--- src/shared/dcc_defines.vh ---
// Purpose: constants for the dual comparator control block
// Assumes: classic wishbone, 32-bit data, byte addresses, one word per register
// Notes: byte addresses are multiples of four
// Function
// - comparator runs when its enable bit is 1, otherwise off
// - two-bit select routes one of four pins to the inverting input
// - reference bit picks internal reference or pin for non-inverting input
// - result readable in own control register and mirrored in second register
// - pin driven only with output enable, direction cleared and comparator on
// - output enable overrides port latch; enable bit alone has no effect
// - internal result registered every instruction cycle; pin path adds one more register
// - polarity bit 1 inverts the comparison result
// - snapshot latch captures result on every control register read
// - sample latch updates each phase one; mismatch is xor of both
// - mismatch holds until read or result returns to snapshot value
// - any write to control register also clears the mismatch
// - mismatch and flag work regardless of output enable
// - flag sets on rising edge of mismatch, not its level
// - after read-cleared mismatch, return to old value raises new interrupt
// - flag cleared only by writing 0; writing 1 sets it
// - request needs flag, comparator, peripheral and global enables
// - change coinciding with a control register read may miss the flag
// - enabled comparator stays running in sleep; clearing enable stops it
// - change wakes sleep with comparator and peripheral enables set
// - only comparator two feeds timer1 gate and synchronisation
// - reset returns all control registers to reset values, comparators off
`ifndef DCC_DEFINES_VH
`define DCC_DEFINES_VH
`define DCC_ADDR_CTRL1 5'h00
`define DCC_ADDR_CTRL2 5'h04
`define DCC_ADDR_CTRL2B 5'h08
`define DCC_ADDR_FLAG 5'h0c
`define DCC_ADDR_IRQEN 5'h10
`define DCC_ADDR_INTCTL 5'h14
`define DCC_FLAG_RST 2'h0
`define DCC_IRQEN_RST 2'h0
`define DCC_SYNC_RST 3'h0
`define DCC_BIT_ON 7
`define DCC_BIT_OUT 6
`define DCC_BIT_OE 5
`define DCC_BIT_POL 4
`define DCC_BIT_REF 2
`define DCC_CTRL_RST 8'h00
`define DCC_CTRL_WMASK 8'hb7
`define DCC_BIT_MOUT1 7
`define DCC_BIT_MOUT2 6
`define DCC_BIT_IRQ1 5
`define DCC_BIT_IRQ2 6
`define DCC_BIT_GIE 7
`define DCC_BIT_PERIPHERAL_IRQ_ENABLE 6
`endif

--- src/rtl/dcc_top.v ---
// Purpose: digital control and event logic around two analog comparators
// Assumes: analog result enters asynchronously; one cycle is one instruction
// Notes: registers at byte offsets 0x00 ctrl1, 0x04 ctrl2, 0x08 ctrl2b,
//        0x0c flags, 0x10 irq enables, 0x14 interrupt control
`include "dcc_defines.vh"
`default_nettype none
module dcc_top
(
    // clock, reset, enable
    input wire CLOCK_I,
    input wire RST_N_I,
    input wire CE_I,
    // wishbone slave
    input wire WB_CYC_I,
    input wire WB_STB_I,
    input wire WB_WE_I,
    input wire [4:0] WB_ADR_I,
    input wire [3:0] WB_SEL_I,
    input wire [31:0] WB_DAT_I,
    output reg [31:0] WB_DAT_O,
    output reg WB_ACK_O,
    // analog front end: raw comparison, 1 when non-inverting input is higher
    input wire CMP1_RAW_I,
    input wire CMP2_RAW_I,
    output reg CMP1_ON_O,
    output reg CMP2_ON_O,
    output reg [1:0] CMP1_INV_SEL_O,
    output reg [1:0] CMP2_INV_SEL_O,
    output reg CMP1_REF_SEL_O,
    output reg CMP2_REF_SEL_O,
    // pins
    input wire PIN1_DIR_I,
    input wire PIN2_DIR_I,
    output reg PIN1_OVERRIDE_O,
    output reg PIN2_OVERRIDE_O,
    output reg PIN1_OUT_O,
    output reg PIN2_OUT_O,
    // system
    input wire SLEEP_I,
    output reg IRQ_O,
    output reg WAKE_O,
    output reg TMR1_CMP_O
);

    // register state
    reg [7:0] ctrl1;
    reg [7:0] ctrl2;
    reg [1:0] flag;
    reg [1:0] irq_en;
    reg peripheral_irq_enable;
    reg global_irq_enable;

    // input filters and event latches, one set per comparator
    reg [2:0] sync1;
    reg [2:0] sync2;
    reg raw1;
    reg raw2;
    reg [1:0] res;
    reg [1:0] snap;
    reg [1:0] sample;
    reg [1:0] mism_d;
    wire [1:0] mism;
    wire [1:0] rise;
    wire [1:0] pend;

    // bus decode
    wire acc;
    wire wr;
    wire rd1;
    wire rd2;
    wire wr_ctrl1;
    wire wr_ctrl2;
    wire wr_flag;
    wire wr_irqen;
    wire wr_intctl;
    wire [4:0] a;
    reg [31:0] next_dat;
    reg [1:0] next_flag;

    // one address match shared by the strobes and the read mux
    function hit;
        input [4:0] adr;
        input [4:0] reg_adr;
        begin
            hit = (adr == reg_adr);
        end
    endfunction

    function apply_pol;
        input r;
        input pol;
        begin
            apply_pol = r ^ pol;
        end
    endfunction

    // pin shows the result only with oe set, direction output and on set
    function pin_drive;
        input oe;
        input dir;
        input on;
        input r;
        begin
            pin_drive = oe & ~dir & on & r;
        end
    endfunction

    // one flag bit: software value on a write, but a hardware set wins
    function flag_bit;
        input cur;
        input we;
        input sw;
        input set;
        begin
            if (set)
                flag_bit = 1'b1;
            else if (we)
                flag_bit = sw;
            else
                flag_bit = cur;
        end
    endfunction

    assign a = WB_ADR_I;
    // one access per ack; the ack cycle masks a second hit
    assign acc = WB_CYC_I & WB_STB_I & ~WB_ACK_O & CE_I;
    assign wr = acc & WB_WE_I & WB_SEL_I[0];
    // a write counts as a read of the control register too
    assign rd1 = acc & hit(a, `DCC_ADDR_CTRL1);
    assign rd2 = acc & hit(a, `DCC_ADDR_CTRL2);
    assign wr_ctrl1 = wr & hit(a, `DCC_ADDR_CTRL1);
    assign wr_ctrl2 = wr & hit(a, `DCC_ADDR_CTRL2);
    assign wr_flag = wr & hit(a, `DCC_ADDR_FLAG);
    assign wr_irqen = wr & hit(a, `DCC_ADDR_IRQEN);
    assign wr_intctl = wr & hit(a, `DCC_ADDR_INTCTL);
    assign mism = snap ^ sample;
    assign rise = mism & ~mism_d;
    assign pend = flag & irq_en;

    // raw levels are asynchronous; a level counts once two stages agree
    always @(posedge CLOCK_I)
    begin
        if (!RST_N_I)
        begin
            sync1 <= `DCC_SYNC_RST;
            raw1 <= 1'b0;
        end
        else if (CE_I)
        begin
            sync1 <= {sync1[1:0], CMP1_RAW_I};
            if (sync1[2] == sync1[1])
                raw1 <= sync1[1];
        end
    end

    always @(posedge CLOCK_I)
    begin
        if (!RST_N_I)
        begin
            sync2 <= `DCC_SYNC_RST;
            raw2 <= 1'b0;
        end
        else if (CE_I)
        begin
            sync2 <= {sync2[1:0], CMP2_RAW_I};
            if (sync2[2] == sync2[1])
                raw2 <= sync2[1];
        end
    end

    // bus answer: ack stands for exactly one cycle; data reloads from the read mux every cycle
    always @(posedge CLOCK_I)
    begin
        if (!RST_N_I)
        begin
            WB_ACK_O <= 1'b0;
            WB_DAT_O <= 32'h0;
        end
        else if (CE_I)
        begin
            WB_ACK_O <= acc;
            WB_DAT_O <= next_dat;
        end
    end

    always @(posedge CLOCK_I)
    begin
        if (!RST_N_I)
        begin
            ctrl1 <= `DCC_CTRL_RST;
            ctrl2 <= `DCC_CTRL_RST;
        end
        else if (CE_I)
        begin
            if (wr_ctrl1)
                ctrl1 <= WB_DAT_I[7:0] & `DCC_CTRL_WMASK;
            if (wr_ctrl2)
                ctrl2 <= WB_DAT_I[7:0] & `DCC_CTRL_WMASK;
        end
    end

    always @(posedge CLOCK_I)
    begin
        if (!RST_N_I)
        begin
            irq_en <= `DCC_IRQEN_RST;
            peripheral_irq_enable <= 1'b0;
            global_irq_enable <= 1'b0;
        end
        else if (CE_I)
        begin
            if (wr_irqen)
                irq_en <= {WB_DAT_I[`DCC_BIT_IRQ2], WB_DAT_I[`DCC_BIT_IRQ1]};
            if (wr_intctl)
            begin
                global_irq_enable <= WB_DAT_I[`DCC_BIT_GIE];
                peripheral_irq_enable <= WB_DAT_I[`DCC_BIT_PERIPHERAL_IRQ_ENABLE];
            end
        end
    end

    // comparator one event path
    always @(posedge CLOCK_I)
    begin
        if (!RST_N_I)
        begin
            res[0] <= 1'b0;
            sample[0] <= 1'b0;
            snap[0] <= 1'b0;
            mism_d[0] <= 1'b0;
        end
        else if (CE_I)
        begin
            // off comparator reads low; off is its lowest-power state
            res[0] <= ctrl1[`DCC_BIT_ON] &
                apply_pol(raw1, ctrl1[`DCC_BIT_POL]);
            sample[0] <= res[0];
            if (rd1)
                snap[0] <= res[0];
            mism_d[0] <= mism[0];
        end
    end

    // comparator two event path, independent of comparator one
    always @(posedge CLOCK_I)
    begin
        if (!RST_N_I)
        begin
            res[1] <= 1'b0;
            sample[1] <= 1'b0;
            snap[1] <= 1'b0;
            mism_d[1] <= 1'b0;
        end
        else if (CE_I)
        begin
            res[1] <= ctrl2[`DCC_BIT_ON] &
                apply_pol(raw2, ctrl2[`DCC_BIT_POL]);
            sample[1] <= res[1];
            if (rd2)
                snap[1] <= res[1];
            mism_d[1] <= mism[1];
        end
    end

    // the flag follows the edge of the mismatch, so software may clear
    // it while the mismatch level still stands
    always @*
    begin
        next_flag = flag;
        next_flag[0] = flag_bit(flag[0], wr_flag,
            WB_DAT_I[`DCC_BIT_IRQ1], rise[0]);
        next_flag[1] = flag_bit(flag[1], wr_flag,
            WB_DAT_I[`DCC_BIT_IRQ2], rise[1]);
    end

    always @(posedge CLOCK_I)
    begin
        if (!RST_N_I)
            flag <= `DCC_FLAG_RST;
        else if (CE_I)
            flag <= next_flag;
    end

    always @*
    begin
        next_dat = 32'h0;
        if (hit(a, `DCC_ADDR_CTRL1))
            next_dat[7:0] = {ctrl1[7], res[0], ctrl1[5:0]};
        else if (hit(a, `DCC_ADDR_CTRL2))
            next_dat[7:0] = {ctrl2[7], res[1], ctrl2[5:0]};
        else if (hit(a, `DCC_ADDR_CTRL2B))
        begin
            next_dat[`DCC_BIT_MOUT1] = res[0];
            next_dat[`DCC_BIT_MOUT2] = res[1];
        end
        else if (hit(a, `DCC_ADDR_FLAG))
        begin
            next_dat[`DCC_BIT_IRQ1] = flag[0];
            next_dat[`DCC_BIT_IRQ2] = flag[1];
        end
        else if (hit(a, `DCC_ADDR_IRQEN))
        begin
            next_dat[`DCC_BIT_IRQ1] = irq_en[0];
            next_dat[`DCC_BIT_IRQ2] = irq_en[1];
        end
        else if (hit(a, `DCC_ADDR_INTCTL))
        begin
            next_dat[`DCC_BIT_GIE] = global_irq_enable;
            next_dat[`DCC_BIT_PERIPHERAL_IRQ_ENABLE] = peripheral_irq_enable;
        end
    end

    // analog front-end controls
    always @(posedge CLOCK_I)
    begin
        if (!RST_N_I)
        begin
            CMP1_ON_O <= 1'b0;
            CMP2_ON_O <= 1'b0;
            CMP1_INV_SEL_O <= 2'h0;
            CMP2_INV_SEL_O <= 2'h0;
            CMP1_REF_SEL_O <= 1'b0;
            CMP2_REF_SEL_O <= 1'b0;
        end
        else if (CE_I)
        begin
            CMP1_ON_O <= ctrl1[`DCC_BIT_ON];
            CMP2_ON_O <= ctrl2[`DCC_BIT_ON];
            CMP1_INV_SEL_O <= ctrl1[1:0];
            CMP2_INV_SEL_O <= ctrl2[1:0];
            CMP1_REF_SEL_O <= ctrl1[`DCC_BIT_REF];
            CMP2_REF_SEL_O <= ctrl2[`DCC_BIT_REF];
        end
    end

    // pins
    always @(posedge CLOCK_I)
    begin
        if (!RST_N_I)
        begin
            PIN1_OVERRIDE_O <= 1'b0;
            PIN2_OVERRIDE_O <= 1'b0;
            PIN1_OUT_O <= 1'b0;
            PIN2_OUT_O <= 1'b0;
        end
        else if (CE_I)
        begin
            // port latch yields to output enable regardless of on bit
            PIN1_OVERRIDE_O <= ctrl1[`DCC_BIT_OE];
            PIN2_OVERRIDE_O <= ctrl2[`DCC_BIT_OE];
            // top outputs are flopped, so the pin lags the result by one
            PIN1_OUT_O <= pin_drive(ctrl1[`DCC_BIT_OE], PIN1_DIR_I,
                ctrl1[`DCC_BIT_ON], res[0]);
            PIN2_OUT_O <= pin_drive(ctrl2[`DCC_BIT_OE], PIN2_DIR_I,
                ctrl2[`DCC_BIT_ON], res[1]);
        end
    end

    // system requests
    always @(posedge CLOCK_I)
    begin
        if (!RST_N_I)
        begin
            IRQ_O <= 1'b0;
            WAKE_O <= 1'b0;
            TMR1_CMP_O <= 1'b0;
        end
        else if (CE_I)
        begin
            IRQ_O <= global_irq_enable & peripheral_irq_enable & |pend;
            // wake ignores the global enable; it only gates the handler
            WAKE_O <= SLEEP_I & peripheral_irq_enable & |pend;
            // comparator one has no timer link by design
            TMR1_CMP_O <= res[1];
        end
    end

endmodule
`default_nettype wire

--- config.mk ---
export PLATFORM = sky130hd
export DESIGN_NAME = dcc_top
export DESIGN_NICKNAME = d
export VERILOG_FILES = /design/src/rtl/dcc_top.v
export VERILOG_INCLUDE_DIRS = /design/src /design/src/shared
export SDC_FILE = /design/constraint.sdc
export NUM_CORES = 1
export LEC_CHECK = 0
export BUFFER_PORTS_ARGS = -buffer_cell sky130_fd_sc_hd__clkbuf_2
export CORE_MARGIN = 1
export CORE_UTILIZATION = 45
export CTS_CLUSTER_SIZE = 28
export DETAILED_ROUTE_END_ITERATION = 8
export GPL_TIMING_DRIVEN = 0
export PLACE_DENSITY_LB_ADDON = 0.08
export SLEW_MARGIN = 0
export SYNTH_ARGS = -nofsm -noshare
export SYNTH_HDL_FRONTEND = slang
export SYNTH_SLANG_ARGS = --single-unit
--- constraint.sdc ---
create_clock -name CLOCK_I -period 2.1 [get_ports CLOCK_I]
set_clock_uncertainty 0.05 [all_clocks]
set_input_delay 0.105 -clock CLOCK_I [delete_from_list [all_inputs] [get_ports CLOCK_I]]
set_output_delay 0.105 -clock CLOCK_I [all_outputs]
set_load 0.01 [all_outputs]
# After elaboration in Yosys (flattened, before gate mapping)
# Index checks and enable logic that the tools add are counted.
# word_totals
reg_bits,57
in_bits,52
out_inout_bits,48
# op_classes
bitwise,33
eq_ne,7
reduce_logical,14
muxes,15
# ops
cell,n
$and 1x1->1,24
$reduce_and 2->1,10
$eq 5x4->1 const B,2
$eq 5x5->1 const B,2
$mux 1,9
$mux 8,1
$mux 2,3
$eq 5x3->1 const B,1
$logic_not 5->1,1
$mux 5,1
$and 2x2->2,2
$reduce_bool 2->1,2
$mux 3,1
$not 1->1,3
$eq 1x1->1,2
$not 2->2,1
$reduce_or 2->1,1
$xor 1x1->1,2
$xor 2x2->2,1

# Longest topological paths before layout
# depth
ltp_word,8
mapped_depth,5
ltp_nobuf,4

# Worst setup path before layout
# OpenSTA, ideal clock, no wires.
# synth_path
path_type,flip-flop to flip-flop
from,register WB_ACK_O
to,register ctrl1[0]
arrival_ns,1.508
synth_period_minus_slack_ns,1.674
path_slack_ns,0.426
path_stages_with_launch,5
t_required_ns,1.934
n_path_buf,0
cell_sequence,dfxtp_1 > nand4b_2 > nor4_4 > mux2i_1 > nor2b_1
# synth_via
elab_chain_cells,7
# synth_rtl
item,line,text
from (decl),dcc_top.v:21,"output reg WB_ACK_O,"
from (signal assigned),dcc_top.v:176,WB_ACK_O <= 1'b0;
from (signal assigned),dcc_top.v:181,WB_ACK_O <= acc;
$not 1->1,dcc_top.v:126,assign acc = WB_CYC_I & WB_STB_I & ~WB_ACK_O & CE_I;
$and 1x1->1 (2 in series),dcc_top.v:126,
$and 1x1->1 (2 in series),dcc_top.v:127,assign wr = acc & WB_WE_I & WB_SEL_I[0];
$and 1x1->1,dcc_top.v:131,"assign wr_ctrl1 = wr & hit(a, `DCC_ADDR_CTRL1);"
$reduce_and 2->1 (no line),n/a,
to (signal assigned),dcc_top.v:190,ctrl1 <= `DCC_CTRL_RST;
to (signal assigned),dcc_top.v:196,ctrl1 <= WB_DAT_I[7:0] & `DCC_CTRL_WMASK;
to (decl),dcc_top.v:46,reg [7:0] ctrl1;
# No other way between the ends.
# A chain may end at the register's enable or synchronous reset.

# Worst setup path in the final report
# layout_path
from,register WB_ACK_O
to,register ctrl2[1]
# layout_via
elab_chain_cells,7
# layout_rtl
item,line,text
$not 1->1,dcc_top.v:126,
$and 1x1->1 (2 in series),dcc_top.v:126,
$and 1x1->1 (2 in series),dcc_top.v:127,
$and 1x1->1,dcc_top.v:132,"assign wr_ctrl2 = wr & hit(a, `DCC_ADDR_CTRL2);"
$reduce_and 2->1 (no line),n/a,
to (signal assigned),dcc_top.v:191,ctrl2 <= `DCC_CTRL_RST;
to (signal assigned),dcc_top.v:198,ctrl2 <= WB_DAT_I[7:0] & `DCC_CTRL_WMASK;
to (decl),dcc_top.v:47,reg [7:0] ctrl2;
# No other way between the ends.

==> reports/metrics.yaml <==
crit_start: "WB_ACK_O$_SDFFE_PN0P_"
min_to: "sync1[0]$_SDFFE_PN0P_"
async_flop_share_pct: 0
ant_nets: 0
routed_via_density: 4.81
cp_max_fo: 8
initial_core_util_pct: 47.0
cts_buffer_depth: 2
maxSlewViolCount: 0
grt_max_degree: 19
top_level_ports: 100
setup-violations-final: 0
synth_edf_count: 0
holdWs_ns: 0.00441
synth.distinct_cells: 38
cpPeakStageDelay_ns: 0.71
gr-total-overflow: 0
areaGrowthSynthToFinish_pct: 19.7
globalplace.congestion: 0.794
fmax_mhz: 521
syn_inst: 277
grt_use_total_pct: 19.6
vias: 2060
die-area_sq_mm: 0.00613
start_kind: "flip-flop"
postCtsSetupBuffers: 0
end_kind: "flip-flop"
slowest_stage: "nor4_4"
layout_min_cycle_time_ns: 1.92
ff2ff_path_depth: 4
r2r_start: "WB_ACK_O$_SDFFE_PN0P_"
path_cells: "nand4b_2 > nor4_4 > mux2i_1 > nor2b_1"
cts_tree: "built"
ctsResizeCount: 0
die_width_um: 78.3
utilization_pct: 56.3
ys_seq_area_share_pct: 42.8
tightest_slew_ns: 0.705
core_area_sq_mm: 0.00557
clock_latency_ns: 0.31
drt_iter0_markers: 93
status: "finished, final reports clean"
cts_sinks: 56
antenna_cells: 0
port_buffers: 45
ys_warn_count: 0
period_share_pct: 91.4
wl_per_cell_um: 13.3
synth_top_area_share_pct: 42.8
yosys_most_used_dff: "dfxtp_1"
hpwl_um: 4250
finalHoldViolCount: 0
finalWirelength_um: 5690
fin_nets: 407
layout-drive-gt1-share_pct: 24.4
grt_pass1_vias: 1862
p_leak_nw: 1.32
max_cap_viol_count: 0
drc: 0
whs_path_depth: 3
min_from: "CMP1_RAW_I"
row_count: 27
numCtsBuffers: 5
p_total_mw: 1.88
syn_area_per_cell_sq_um: 9.46
critPathKind: "flip-flop to flip-flop"
root_buffer: "clkbuf_8"
path_clk_slew_ns: 0.10
relSlewSlack_pct: 53.0
power_density_mw_per_mm2: 600
die_y_um: 78.3
r2r_slack_ns: 0.18
setup_tns_ns: 0
arrival_ns: 2.09
grt_pass1_wl_um: 9280
rsz0062_at_grt: "no"
dpl-instance-area_sq_mm: 0.00303
ir_drop_v: 0.000453
dr.pass1.iters: 4
ys_ff_latch: 56
final_cell_area_sq_mm: 0.00314
synthTopCellsByArea: "dfxtp_1, mux2i_1, nor2b_1"
htreeDepth: 2
r2r_end: "ctrl2[1]$_SDFFE_PN0P_"
worstPathRequired_ns: 2.27
yosys.area.top_type: "dfxtp_1"
antenna_found_initial: 0
hp-class: "input pin to flip-flop"
synth_area_sq_mm: 0.00262
sequential cells by signal, summed over array words and instances, names as in the netlist, 2 cells and up:
signal and flops:
flag 2, mism_d 2, sync2 3, sync1 3, CMP2_INV_SEL_O 2, WB_DAT_O 7
ctrl2 6, res 2, irq_en 2, ctrl1 6, CMP1_INV_SEL_O 2, snap 2
Yosys cell counts, drive strengths merged (5+ instances only):
cell type / count
a21boi: 7
buf: 28
clkbuf: 12
dfxtp: 56
mux2i: 33
nand2: 21
nor2: 9
nor2b: 38
nor3: 5
o21ai: 13
metal layers:
layer / part of all wire [%] / vias to the layer above / global-route usage, %
met2: 44 / 69 / 30.9
met3: 5.3 / 9 / 3.95
met4: 1.7 / 0 / 5.74
li1: - / 1054 / -
met1: 49 / 928 / 27.0
met5: 0 / - / 0
repair_timing:
action | in CTS | in global routing
setup endpoints to repair | 0 | 0
endpoints found under the hold margin | 3 | 0
hold buffers | 2 | 0
cell usage in the layout (no fill, tap or decap), types with 2 or more instances in the layout:
master / count
a21boi_0: 7
clkbuf_8: 5
inv_1: 4
o22ai_1: 3
o211a_1: 2
nor3_1: 5
a21oi_1: 3
o21ai_0: 13
nand3_1: 4
buf_2: 2
or3_1: 3
a221oi_1: 4
buf_4: 26
dfxtp_1: 56
nor2b_1: 38
clkbuf_2: 45
dlygate4sd3_1: 2
or2_2: 2
nand2_1: 21
nor2_1: 9
clkbuf_1: 12
a22oi_1: 3
conb_1: 25
nand4_1: 2
nor4_4: 2
a21o_1: 3
xnor2_1: 4
mux2i_1: 33
and2_1: 2
o2bb2ai_1: 2
metrics by stage:
stage	instances	setup WS (ns)
finish	428	0.181
global route	428	0.0633
CTS	428	0.197
detailed placement	418	0.207
global placement	418	0.218
floorplan	301	0.426
final cells by class:
class,count,area (sq um)
plain buffers,40,250
clock buffers,5,68.8
clock inverters,3,22.5
fillers,538,2440
inverters,4,15.0
multi-input cells,201,1330
flip-flops and latches,56,1120
well taps,72,90.1
repair buffers,47,245
worst max-delay path: cells and delay by family, from the launching register on:
family	cells	cell delay, ns
and+or+nand+nor	3	1.16
muxes	1	0.26
DFF	1	0.35
cell families after synthesis:
kind of cell / Yosys count / share of synthesized area, %
simple gates: 95 / 21.4
other cells: 1 / 0.143
compound gates: 44 / 11.6
buf+inv: 44 / 10.1
flops: 56 / 42.8
mux: 33 / 12.6
xor+xnor: 4 / 1.34
worst max path at each step:
stage                             to  slack (ns)  cells past startpoint
6_report       ctrl2[1]$_SDFFE_PN0P_        0.18                      4
3_5_place_dp   ctrl2[5]$_SDFFE_PN0P_        0.21                      4
3_3_place_gp   ctrl2[0]$_SDFFE_PN0P_        0.22                      4
2_1_floorplan  ctrl1[0]$_SDFFE_PN0P_        0.43                      4
5_1_grt        ctrl2[0]$_SDFFE_PN0P_        0.06                      4
4_1_cts        ctrl2[5]$_SDFFE_PN0P_        0.20                      4
report_power, final:
group / internal [mW] / leakage [nW] / switching (mW)
combinational: 0.0946 / 0.816 / 0.115
sequential: 1.07 / 0.453 / 0.00700
clock: 0.240 / 0.0485 / 0.355
Note: power is estimated with default switching activity, not from simulation.
